## src/design/dmc_regs.svh

```systemverilog
// Timing counts and address layout for the dynamic memory cycle controller.
`ifndef DMC_REGS_SVH
`define DMC_REGS_SVH

// ---------------------------------------------------------------------------
// Clock and timing figures
// ---------------------------------------------------------------------------
// Clock period in ns.
`define DMC_CLK_NS          10
// Least times in ns (fast grade), and their cycle counts rounded up.
`define DMC_RAS_MIN_NS      150
`define DMC_RAS_MIN_CYC     ((`DMC_RAS_MIN_NS + `DMC_CLK_NS - 1) / `DMC_CLK_NS)
`define DMC_PRE_MIN_NS      120
`define DMC_PRE_MIN_CYC     ((`DMC_PRE_MIN_NS + `DMC_CLK_NS - 1) / `DMC_CLK_NS)
`define DMC_RCD_MIN_NS      30
`define DMC_RCD_MIN_CYC     ((`DMC_RCD_MIN_NS + `DMC_CLK_NS - 1) / `DMC_CLK_NS)
`define DMC_CAS_MIN_NS      75
`define DMC_CAS_MIN_CYC     ((`DMC_CAS_MIN_NS + `DMC_CLK_NS - 1) / `DMC_CLK_NS)
`define DMC_CYC_MIN_NS      300
`define DMC_CYC_MIN_CYC     ((`DMC_CYC_MIN_NS + `DMC_CLK_NS - 1) / `DMC_CLK_NS)
// Refresh period 2 ms in ns, over 128 rows, rounded down per row.
`define DMC_REF_PERIOD_NS   2000000
`define DMC_REF_ROWS        128
`define DMC_REF_INT_CYC     (`DMC_REF_PERIOD_NS / `DMC_REF_ROWS / `DMC_CLK_NS)
// Power-up pause 100 us in ns, rounded up, and the wake-up strobe count.
`define DMC_PWRUP_NS        100000
`define DMC_PWRUP_CYC       ((`DMC_PWRUP_NS + `DMC_CLK_NS - 1) / `DMC_CLK_NS)
`define DMC_WAKE_CYCLES     8

// ---------------------------------------------------------------------------
// Address layout
// ---------------------------------------------------------------------------
`define DMC_ADDR_W          15
`define DMC_PIN_W           8
`define DMC_REF_ROW_W       7

`endif

```

## src/design/dmc_pkg.sv

```systemverilog
// Types shared by the dynamic memory cycle controller.
package dmc_pkg;

	// Kind of access a request asks for.
	typedef enum logic [1:0]
	{
		DMC_OP_READ,
		DMC_OP_WRITE,
		DMC_OP_RMW
	} dmc_op_type;

	// Controller sequence states.
	typedef enum logic [3:0]
	{
		DMC_ST_PWRUP,
		DMC_ST_IDLE,
		DMC_ST_ROW,
		DMC_ST_COL,
		DMC_ST_RMW_WR,
		DMC_ST_HOLD,
		DMC_ST_PRE
	} dmc_state_type;

endpackage

```

## src/design/dmc_ctrl.sv

```systemverilog
// Host controller that runs read, write, read-modify-write and refresh cycles on a 32K x 1 dynamic RAM.
`timescale 1ns/100ps

`include "dmc_regs.svh"

module dmc_ctrl
#(
	parameter int PWRUP_CYC   = `DMC_PWRUP_CYC,
	parameter int REF_INT_CYC = `DMC_REF_INT_CYC,
	parameter bit HALF_SEL    = 1'b0
)
(
	// Clock and reset.
	input  wire logic                     clk,
	input  wire logic                     nrst,
	// User request side.
	input  wire logic                     req_valid,
	input  wire dmc_pkg::dmc_op_type      req_op,
	input  wire logic [`DMC_ADDR_W-1:0]   req_addr,
	input  wire logic                     req_wdata,
	output logic                          req_ready,
	output logic                          rsp_valid,
	output logic                          rsp_rdata,
	output logic                          init_done,
	// Memory pins.
	output logic [`DMC_PIN_W-1:0]         mem_addr,
	output logic                          row_strobe_n,
	output logic                          column_strobe_n,
	output logic                          write_strobe_n,
	output logic                          mem_din,
	input  wire logic                     mem_dout
);

	// ------------------------------------------------------------------------
	// Elaboration checks
	// ------------------------------------------------------------------------
	// The sequencer counts need room for at least one full cycle between refreshes.
	if (REF_INT_CYC < `DMC_CYC_MIN_CYC + 2)
		$error("REF_INT_CYC too small for one access cycle");
	if (PWRUP_CYC < 1)
		$error("PWRUP_CYC must be at least one");
	localparam int CW = 20;

	// ------------------------------------------------------------------------
	// State
	// ------------------------------------------------------------------------
	dmc_pkg::dmc_state_type state_q;           // Sequencer state.
	logic [CW-1:0]          tmr_q;             // Cycles spent in present state.
	logic [CW-1:0]          cyc_q;             // Cycles since row strobe fell.
	logic [CW-1:0]          ref_tmr_q;         // Refresh interval timer.
	logic                   ref_due_q;         // A refresh row is owed.
	logic [`DMC_REF_ROW_W-1:0] ref_row_q;      // Next row to refresh.
	logic [3:0]             wake_q;            // Wake-up strobe cycles done.
	logic                   is_ref_q;          // Present cycle is a refresh.
	dmc_pkg::dmc_op_type    op_q;              // Latched operation.
	logic [`DMC_ADDR_W-1:0] addr_q;            // Latched address.
	logic                   wdata_q;           // Latched write bit.
	logic                   dout_s1_q;         // Data pin synchroniser, first stage.
	logic                   dout_s2_q;         // Data pin synchroniser, second stage.

	// ------------------------------------------------------------------------
	// Decoding
	// ------------------------------------------------------------------------
	// Row phase takes the low eight bits; the column phase the upper seven under the half select.
	// address split
	wire [`DMC_PIN_W-1:0] row_pins = req_addr[7:0];
	wire [`DMC_PIN_W-1:0] col_pins = {HALF_SEL, addr_q[14:8]};
	wire [`DMC_PIN_W-1:0] ref_pins = {1'b0, ref_row_q};
	wire tmr_ras   = tmr_q >= CW'(`DMC_RCD_MIN_CYC - 1);
	wire tmr_cas   = tmr_q >= CW'(`DMC_CAS_MIN_CYC + 2);
	wire cyc_ras   = cyc_q >= CW'(`DMC_RAS_MIN_CYC - 1);
	wire tmr_pre   = tmr_q >= CW'(`DMC_PRE_MIN_CYC - 1);
	wire ref_tick  = ref_tmr_q >= CW'(REF_INT_CYC - 1);
	wire pwr_over  = tmr_q >= CW'(PWRUP_CYC - 1);
	wire start_ok  = (state_q == dmc_pkg::DMC_ST_IDLE);
	wire take_ref  = start_ok && ref_due_q;
	wire take_req  = start_ok && !ref_due_q && req_valid;
	wire start_ref = start_ok && (!init_done || ref_due_q);  // Next cycle is row-only.
	wire start_row = start_ref || take_req;                  // Any cycle starts now.

	// ------------------------------------------------------------------------
	// Refresh interval timer
	// ------------------------------------------------------------------------
	// A pending refresh stays owed until taken; a new tick while owed is
	// merged, which only happens if REF_INT_CYC is shorter than a read-modify-write cycle.
	// refresh interval
	always_ff @(posedge clk or negedge nrst)
	begin
		if (!nrst)
			{ref_tmr_q, ref_due_q} <= '0;
		else
		begin
			ref_tmr_q <= ref_tick ? '0 : ref_tmr_q + 1'b1;
			// Set wins over the clear when both land in one cycle.
			ref_due_q <= (ref_tick && init_done) | (ref_due_q & ~take_ref);
		end
	end

	// ------------------------------------------------------------------------
	// Data pin synchroniser
	// ------------------------------------------------------------------------
	// The device output is asynchronous to our clock.
	always_ff @(posedge clk or negedge nrst)
	begin
		if (!nrst)
			{dout_s2_q, dout_s1_q} <= 2'h0;
		else
			{dout_s2_q, dout_s1_q} <= {dout_s1_q, mem_dout};
	end

	// ------------------------------------------------------------------------
	// Sequencer
	// ------------------------------------------------------------------------
	// Each access cycle: row strobe, column strobe after the lead time, hold for the
	// access, release, then precharge until the least cycle time has run.
	always_ff @(posedge clk or negedge nrst)
	begin
		if (!nrst)
		begin
			state_q         <= dmc_pkg::DMC_ST_PWRUP;
			tmr_q           <= '0;
			cyc_q           <= '0;
			ref_row_q       <= '0;
			wake_q          <= '0;
			is_ref_q        <= 1'b0;
			op_q            <= dmc_pkg::DMC_OP_READ;
			addr_q          <= '0;
			wdata_q         <= 1'b0;
			init_done       <= 1'b0;
			req_ready       <= 1'b0;
			rsp_valid       <= 1'b0;
			rsp_rdata       <= 1'b0;
			mem_addr        <= '0;
			row_strobe_n    <= 1'b1;
			column_strobe_n <= 1'b1;
			write_strobe_n  <= 1'b1;
			mem_din         <= 1'b0;
		end
		else
		begin
			tmr_q     <= tmr_q + 1'b1;
			cyc_q     <= cyc_q + 1'b1;
			rsp_valid <= 1'b0;
			req_ready <= 1'b0;
			unique case (state_q)
				dmc_pkg::DMC_ST_PWRUP:
				begin
					if (pwr_over)
					begin
						state_q <= dmc_pkg::DMC_ST_IDLE;
						tmr_q   <= '0;
					end
				end
				dmc_pkg::DMC_ST_IDLE:
				begin
					// Wake-up cycles and refreshes are row-only cycles.
					// eight wake cycles
					if (start_row)
					begin
						is_ref_q     <= start_ref;
						req_ready    <= !start_ref;
						op_q         <= req_op;
						addr_q       <= req_addr;
						wdata_q      <= req_wdata;
						mem_addr     <= start_ref ? ref_pins : row_pins;
						row_strobe_n <= 1'b0;
						state_q      <= dmc_pkg::DMC_ST_ROW;
						tmr_q        <= '0;
						cyc_q        <= '0;
					end
				end
				dmc_pkg::DMC_ST_ROW:
				begin
					if (is_ref_q && cyc_ras)
					begin
						row_strobe_n <= 1'b1;
						state_q      <= dmc_pkg::DMC_ST_PRE;
						tmr_q        <= '0;
					end
					else if (!is_ref_q && tmr_ras)
					begin
						mem_addr        <= col_pins;
						column_strobe_n <= 1'b0;
						write_strobe_n  <= (op_q != dmc_pkg::DMC_OP_WRITE);
						mem_din         <= wdata_q;
						state_q         <= dmc_pkg::DMC_ST_COL;
						tmr_q           <= '0;
					end
				end
				dmc_pkg::DMC_ST_COL:
				begin
					if (tmr_cas && cyc_ras)
					begin
						if (op_q == dmc_pkg::DMC_OP_RMW)
						begin
							rsp_rdata      <= dout_s2_q;
							mem_din        <= wdata_q;
							write_strobe_n <= 1'b0;
							state_q        <= dmc_pkg::DMC_ST_RMW_WR;
						end
						else
						begin
							rsp_rdata <= dout_s2_q;
							rsp_valid <= 1'b1;
							state_q   <= dmc_pkg::DMC_ST_HOLD;
						end
						tmr_q <= '0;
					end
				end
				dmc_pkg::DMC_ST_RMW_WR:
				begin
					if (tmr_q >= CW'(`DMC_CAS_MIN_CYC - 1))
					begin
						rsp_valid <= 1'b1;
						state_q   <= dmc_pkg::DMC_ST_HOLD;
						tmr_q     <= '0;
					end
				end
				dmc_pkg::DMC_ST_HOLD:
				begin
					// Both strobes rise together; write rises one cycle later.
					// row strobe width
					row_strobe_n    <= 1'b1;
					column_strobe_n <= 1'b1;
					state_q         <= dmc_pkg::DMC_ST_PRE;
					tmr_q           <= '0;
				end
				dmc_pkg::DMC_ST_PRE:
				begin
					write_strobe_n <= 1'b1;
					if (tmr_pre && cyc_q >= CW'(`DMC_CYC_MIN_CYC - 1))
					begin
						state_q <= dmc_pkg::DMC_ST_IDLE;
						if (is_ref_q)
						begin
							ref_row_q <= ref_row_q + 1'b1;
							if (!init_done)
							begin
								wake_q    <= wake_q + 1'b1;
								init_done <= (wake_q == 4'(`DMC_WAKE_CYCLES - 1));
							end
						end
					end
				end
				default:
				begin
					state_q <= dmc_pkg::DMC_ST_IDLE;
				end
			endcase
		end
	end

endmodule

```

## config.mk

```make
export PLATFORM = sky130hd
export DESIGN_NAME = dmc_ctrl
export DESIGN_NICKNAME = d
export VERILOG_FILES = /design/src/design/dmc_pkg.sv /design/src/design/dmc_ctrl.sv
export VERILOG_INCLUDE_DIRS = /design/src /design/src/design
export SDC_FILE = /design/constraint.sdc
export NUM_CORES = 1
export LEC_CHECK = 0
export BUFFER_PORTS_ARGS = -buffer_cell sky130_fd_sc_hd__buf_4
export CORE_UTILIZATION = 45
export DETAILED_ROUTE_END_ITERATION = 8
export SLEW_MARGIN = 40
export SYNTH_ARGS = -nofsm -noshare
export SYNTH_HDL_FRONTEND = slang
export SYNTH_SLANG_ARGS = --single-unit
```

## constraint.sdc

```tcl
create_clock -name clk -period 2.5 [get_ports clk]
set_input_delay 0.5 -clock clk [delete_from_list [all_inputs] [get_ports clk]]
set_output_delay 0.5 -clock clk [all_outputs]
set_load 0.02 [all_outputs]
```

Word-level counts from Yosys, hierarchy flattened

Cells that the tools add are included.

Register bits after elaboration: 113
Output and inout bits: 16

Reduce and logical (&&, ||, !) cells: 31
Bitwise gates (word level): 4
$add $sub $neg: 5
Eq/ne operators: 19
Magnitude comparators: 8
Muxes and demuxes: 47

Operators with widths:

| kind                                                                                  | count |
|---|---|
| 20-bit two-way mux                                                                    | 9 |
| 20-bit one-hot mux with 6 select lines                                                | 1 |
| 20-bit by 1-bit adder with 20-bit output, second input constant                       | 3 |
| 20-bit by 4-bit greater-or-equal comparator with 1-bit output, second input constant  | 3 |
| 8-bit two-way mux                                                                     | 4 |
| 4-bit two-way mux                                                                     | 7 |
| 4-bit one-hot mux with 7 select lines                                                 | 1 |
| 20-bit by 11-bit greater-or-equal comparator with 1-bit output, second input constant | 1 |
| 20-bit by 14-bit greater-or-equal comparator with 1-bit output, second input constant | 1 |
| 20-bit by 2-bit greater-or-equal comparator with 1-bit output, second input constant  | 1 |
| 20-bit by 3-bit greater-or-equal comparator with 1-bit output, second input constant  | 1 |
| 20-bit by 5-bit greater-or-equal comparator with 1-bit output, second input constant  | 1 |
| 1-bit two-way mux                                                                     | 19 |
| 4-bit by 3-bit == test with 1-bit output, second input constant                       | 4 |
| 2-bit != test, second input constant                                                  | 8 |
| 8-bit one-hot mux with 2 select lines                                                 | 1 |
| 5-bit AND reduction                                                                   | 2 |
| 1-bit logical AND                                                                     | 9 |
| 3-bit AND reduction                                                                   | 3 |
| 4-bit by 2-bit == test with 1-bit output, second input constant                       | 2 |
| 4-bit AND reduction                                                                   | 2 |
| 7-bit by 1-bit adder with 7-bit output, second input constant                         | 1 |
| 1-bit one-hot mux with 2 select lines                                                 | 3 |
| 1-bit one-hot mux with 3 select lines                                                 | 2 |
| 15 further kinds                                                                      | 25 |

Logic depth before layout (Yosys ltp)

Depth after elaboration: 6
Depth in mapped cells: 8
Depth with buffers taken out: 7

Least setup slack after synthesis

OpenSTA, ideal clock, no wires.

Path kind: reg-to-reg
From: register cyc_q[0]
To: register rsp_rdata
Stages on the path, launching flop included: 8
Clock period less this slack: 1.919 ns
Setup slack: 0.581 ns
Data arrival time: 1.794 ns
Setup time: 0.125 ns
Required time: 2.375 ns
Cell sequence: dfrtp_1 -> inv_1 -> ha_1 -> o211a_1 -> or2_2 -> o22ai_2 -> or2_2 -> mux2_2

Word-level cells in the longest chain between the ends: 3

Ends and longest elaborated chain:

| what                                                          | RTL line        | text |
|---|---|---|
| from (decl)                                                   | dmc_ctrl.sv:49  | `logic [CW-1:0] cyc_q;` |
| from (signal assigned)                                        | dmc_ctrl.sv:142 | `cyc_q <= cyc_q + 1'b1;` |
| 20-bit by 4-bit greater-or-equal comparator with 1-bit output | dmc_ctrl.sv:71  | `` wire cyc_ras = cyc_q >= CW'(`DMC_RAS_MIN_CYC - 1); `` |
| 1-bit logical AND                                             | dmc_ctrl.sv:192 | `if (tmr_cas && cyc_ras)` |
| 2-bit AND reduction (no source line)                          | -               |  |
| to (signal assigned)                                          | dmc_ctrl.sv:196 | `rsp_rdata <= dout_s2_q;` |
| to (signal assigned)                                          | dmc_ctrl.sv:203 | `rsp_rdata <= dout_s2_q;` |
| to (decl)                                                     | dmc_ctrl.sv:23  | `output logic rsp_rdata,` |

Every way passes these cells.
A chain may end at the register's enable or synchronous reset.

Worst setup path in the final report

From: register tmr_q[0]
To: register tmr_q[6]

Word-level cells in the longest chain between the ends: 5
Elaborated cells between the ends (all ways): 14
Classes of those cells: add/sub: 1; order compare: 4; mux: 7; reduce/logical: 2

Ends and longest elaborated chain:

| what                                                          | RTL line        | text |
|---|---|---|
| from (decl)                                                   | dmc_ctrl.sv:48  | `logic [CW-1:0] tmr_q;` |
| from (signal assigned)                                        | dmc_ctrl.sv:141 | `tmr_q <= tmr_q + 1'b1;` |
| 20-bit by 2-bit greater-or-equal comparator with 1-bit output | dmc_ctrl.sv:69  | `` wire tmr_ras = tmr_q >= CW'(`DMC_RCD_MIN_CYC - 1); `` |
| 1-bit logical AND                                             | dmc_ctrl.sv:180 | `else if (!is_ref_q && tmr_ras)` |
| 20-bit two-way mux                                            | dmc_ctrl.sv:180 |  |
| 20-bit two-way mux                                            | dmc_ctrl.sv:174 | `if (is_ref_q && cyc_ras)` |
| 20-bit one-hot mux with 6 select lines *                      | dmc_ctrl.sv:145 | `unique case (state_q)` |

Every way passes the cells marked *; elsewhere a longest branch is shown, timed or not.

==> flow_metrics.py <==
metrics = {
    "run_status": {
        "outcome": "finished clean",
    },
    "timing": {
        "fin_crit_ns": 2.30,
        "rsz0062_at_grt": "false",
        "finalHoldWorstSlack_ns": 0.193,
        "max_slew_margin": 0.517,
        "fin_crit_sh": 0.920,
        "finalSetupViolCount": 0,
        "hold_viol": 0,
        "final.setup_skew_ns": 0.00980,
        "worst_slew_pin_slew_ns": 0.725,
        "tns_ns": 0,
        "slew_violations": 0,
        "fmax_mhz": 435,
        "layout_setup_ws_ns": 0.199,
    },
    "hold_path": {
        "worstHoldPathType": "input pin to async pin",
    },
    "route": {
        "drt-initial-drc-count": 207,
        "vias": 3678,
        "routed_wl_mm": 10.6,
        "post_drt_wl_per_cell_um": 15.7,
        "first_pass_iters": 4,
        "ant_nets": 0,
        "viasPerCell": 5.47,
        "drc": 0,
    },
    "worst_setup_path": {
        "cp_slowest_cell": "a211o_1",
        "cpPeakStageDelay_ns": 0.58,
        "crit_fanout": 20,
        "arrival_ns": 2.56,
        "end_kind": "flop",
        "crit_chain": "inv_1 > ha_1 > nor4_1 > a211oi_1 > a211o_1 > a32oi_2",
        "crit_required_ns": 2.76,
        "r2r_start": "tmr_q[0]",
        "reg2reg_to": "tmr_q[6]",
        "criticalPathCategory": "flop to flop",
        "r2r_cells": 6,
        "start_kind": "flop",
        "reg2reg_slack_ns": 0.20,
    },
    "clocking": {
        "clock_latency_ns": 0.35,
        "cts_tree": "yes",
        "holdBufCountCts": 0,
        "post_cts_resized": 0,
        "cts_max_path_buffers": 2,
        "postCtsSetupRepairBufs": 0,
        "htreeDepth": 3,
        "cts_made_buffers": 9,
        "cts.clk_slew.worst_paths_ns": 0.07,
        "root_buffer": "clkbuf_16",
        "cts.sinks": 104,
    },
    "final_layout": {
        "multi_input_area_um2": 2410,
        "fin_cells": 673,
        "seqCellArea_um2": 2610,
        "num_antenna_cells": 0,
        "syn_to_final_growth_pct": 15.0,
        "n_fill_cell": 1013,
        "fin_nets": 561,
        "drive_above_1_share": 0.205,
    },
    "placement": {
        "gp_congestion": 0.829,
        "io_buffers": 37,
        "dp_slack_ns": 0.195,
        "post-place-cells": 657,
        "dp_hpwl_mm": 7.47,
    },
    "floorplan": {
        "start_util": 0.470,
        "design.die.area_um2": 12000,
        "design.core.area_um2": 11000,
        "ios": 38,
        "dieWidth_um": 109,
        "fp.dieH_um": 109,
        "core.rowCount": 38,
    },
    "synth": {
        "postSynthCellCount": 481,
        "async_flop_share": 1.00,
        "synth.cell_area_um2": 5190,
        "seq_area_frac_synth": 0.502,
        "synth_seq_cells": 104,
        "yosys_warnings": 0,
        "synth_cell_type_count": 63,
        "synth-edff-count": 0,
        "ys.flop_type": "dfrtp_1",
        "syn_area_per_cell_um2": 10.8,
    },
    "grt": {
        "gr-total-overflow": 0,
        "grt_pass1_wl_mm": 17.8,
        "grt_start_max_net_pins": 51,
        "first_global_vias": 3651,
        "track_usage": 0.196,
        "antenna_found_initial": 0,
    },
    "pwr": {
        "p_per_area_nw_per_um2": 540,
        "finalPower_mw": 3.22,
        "p_leak_nw": 2.69,
        "max-vdd-ir-drop_uv": 383,
    },
    "flow_run": {
        "drv_cap": 0,
    },
}
## critical path: cells and delay by family, from the launching register on
family                   cells  cell delay, ns
AO/OA/AOI/OAI                3            1.05
AND/OR/NAND/NOR              1            0.52
flip-flops                   1            0.39
adder cells (fa/ha/maj)      1            0.19
buffers and inverters        1            0.06
## how the worst max path moves through the flow
stage,depth (start not counted),slack (ns),end,startpoint
3_5_place_dp,6,0.20,tmr_q[6],tmr_q[0]
2_1_floorplan,7,0.58,rsp_rdata,cyc_q[0]
6_report,6,0.20,tmr_q[6],tmr_q[0]
3_3_place_gp,6,0.23,mem_addr[0],tmr_q[0]
5_1_grt,6,0.05,tmr_q[17],tmr_q[0]
4_1_cts,6,0.19,tmr_q[6],tmr_q[0]
## cells in the final DEF (no fill, tap or decap), drive strengths merged, types with 16 or more instances in the layout
cell / synthesis / layout
xnor2: 26 / 26
a31oi: 21 / 21
nor2: 42 / 42
inv: 17 / 17
dfrtp: 101 / 101
mux2: 21 / 21
o21ai: 16 / 16
xor2: 23 / 23
nand2: 34 / 34
buf: 17 / 51
nand3: 19 / 19
## Yosys cell counts, drive strengths merged, types with 2 or more instances
cell type    n  area (um2)
dfrtp      101        2530
nor2        42         158
nand2       34         130
xnor2       26         228
xor2        23         201
a31oi       21         138
mux2        21         236
nand3       19        95.1
buf         17         126
inv         17        63.8
o21ai       16        80.1
nand4       14        93.8
ha          11         138
nor4        11         111
mux2i        8        80.1
nor3         8        40.0
and3         7        45.1
nor3b        7        52.6
or3          7        48.8
a21oi        6        41.3
clkbuf       6        23.8
nor2b        6        37.5
and4         5        43.8
nand2b       5        31.3
a211oi       3        22.5
a221oi       3        26.3
and2         3        18.8
dfstp        3        78.8
o21a         3        22.5
or2          3        18.8
a22o         2        17.5
o221ai       2        17.5
o22ai        2        18.8
o32ai        2        17.5
## final cells by class
type | count | share of cell area
inverters | 17 | 0.0107
clock buffers | 13 | 0.0436
flip-flops and latches | 104 | 0.437
multi-input cells | 345 | 0.404
clock inverters | 3 | 0.00713
well taps | 140 | 0.0294
repair buffers | 51 | 0.0684
## state kept, by name, indices dropped and copies added, names as in the netlist, 2 cells and up
register / cells
cyc_q: 20
ref_tmr_q: 20
tmr_q: 20
mem_addr: 8
addr_q: 7
ref_row_q: 7
wake_q: 4
state_q: 3
op_q: 2
## kinds of logic (layout without fill, tap and decap cells)
group,Yosys count,count (layout),share of synthesized area
AND/OR/NAND/NOR,174,174,0.185
adder cells (fa/ha/maj),11,11,0.0265
multiplexers,29,29,0.0610
AO/OA/AOI/OAI,73,73,0.101
flip-flops,104,104,0.502
XOR/XNOR,49,49,0.0827
other,1,9,0.000723
buffers and inverters,40,84,0.0412
## through the flow
stage / instance area (um2) / utilization
2_1_floorplan: 5220 / -
3_3_place_gp: 5660 / 0.513
3_5_place_dp: 5660 / 0.513
4_1_cts: 5960 / 0.541
5_1_grt: 5960 / 0.541
6_report: 5960 / 0.541
## layer usage
layer  vias up  part of all wire  global-route usage
li1       1792                 -                   -
met1      1825              0.48               0.267
met2        46              0.47               0.306
met3        15             0.029              0.0373
met4         0             0.021              0.0867
met5         -                 0                   0
## power by group
group / internal, mW / total, mW / switching [mW]
combinational: 0.0373 / 0.0826 / 0.0453
clock: 0.830 / 1.43 / 0.599
sequential: 1.70 / 1.71 / 0.00709
total: 2.57 / 3.22 / 0.651
(Power assumes the default switching activity.)
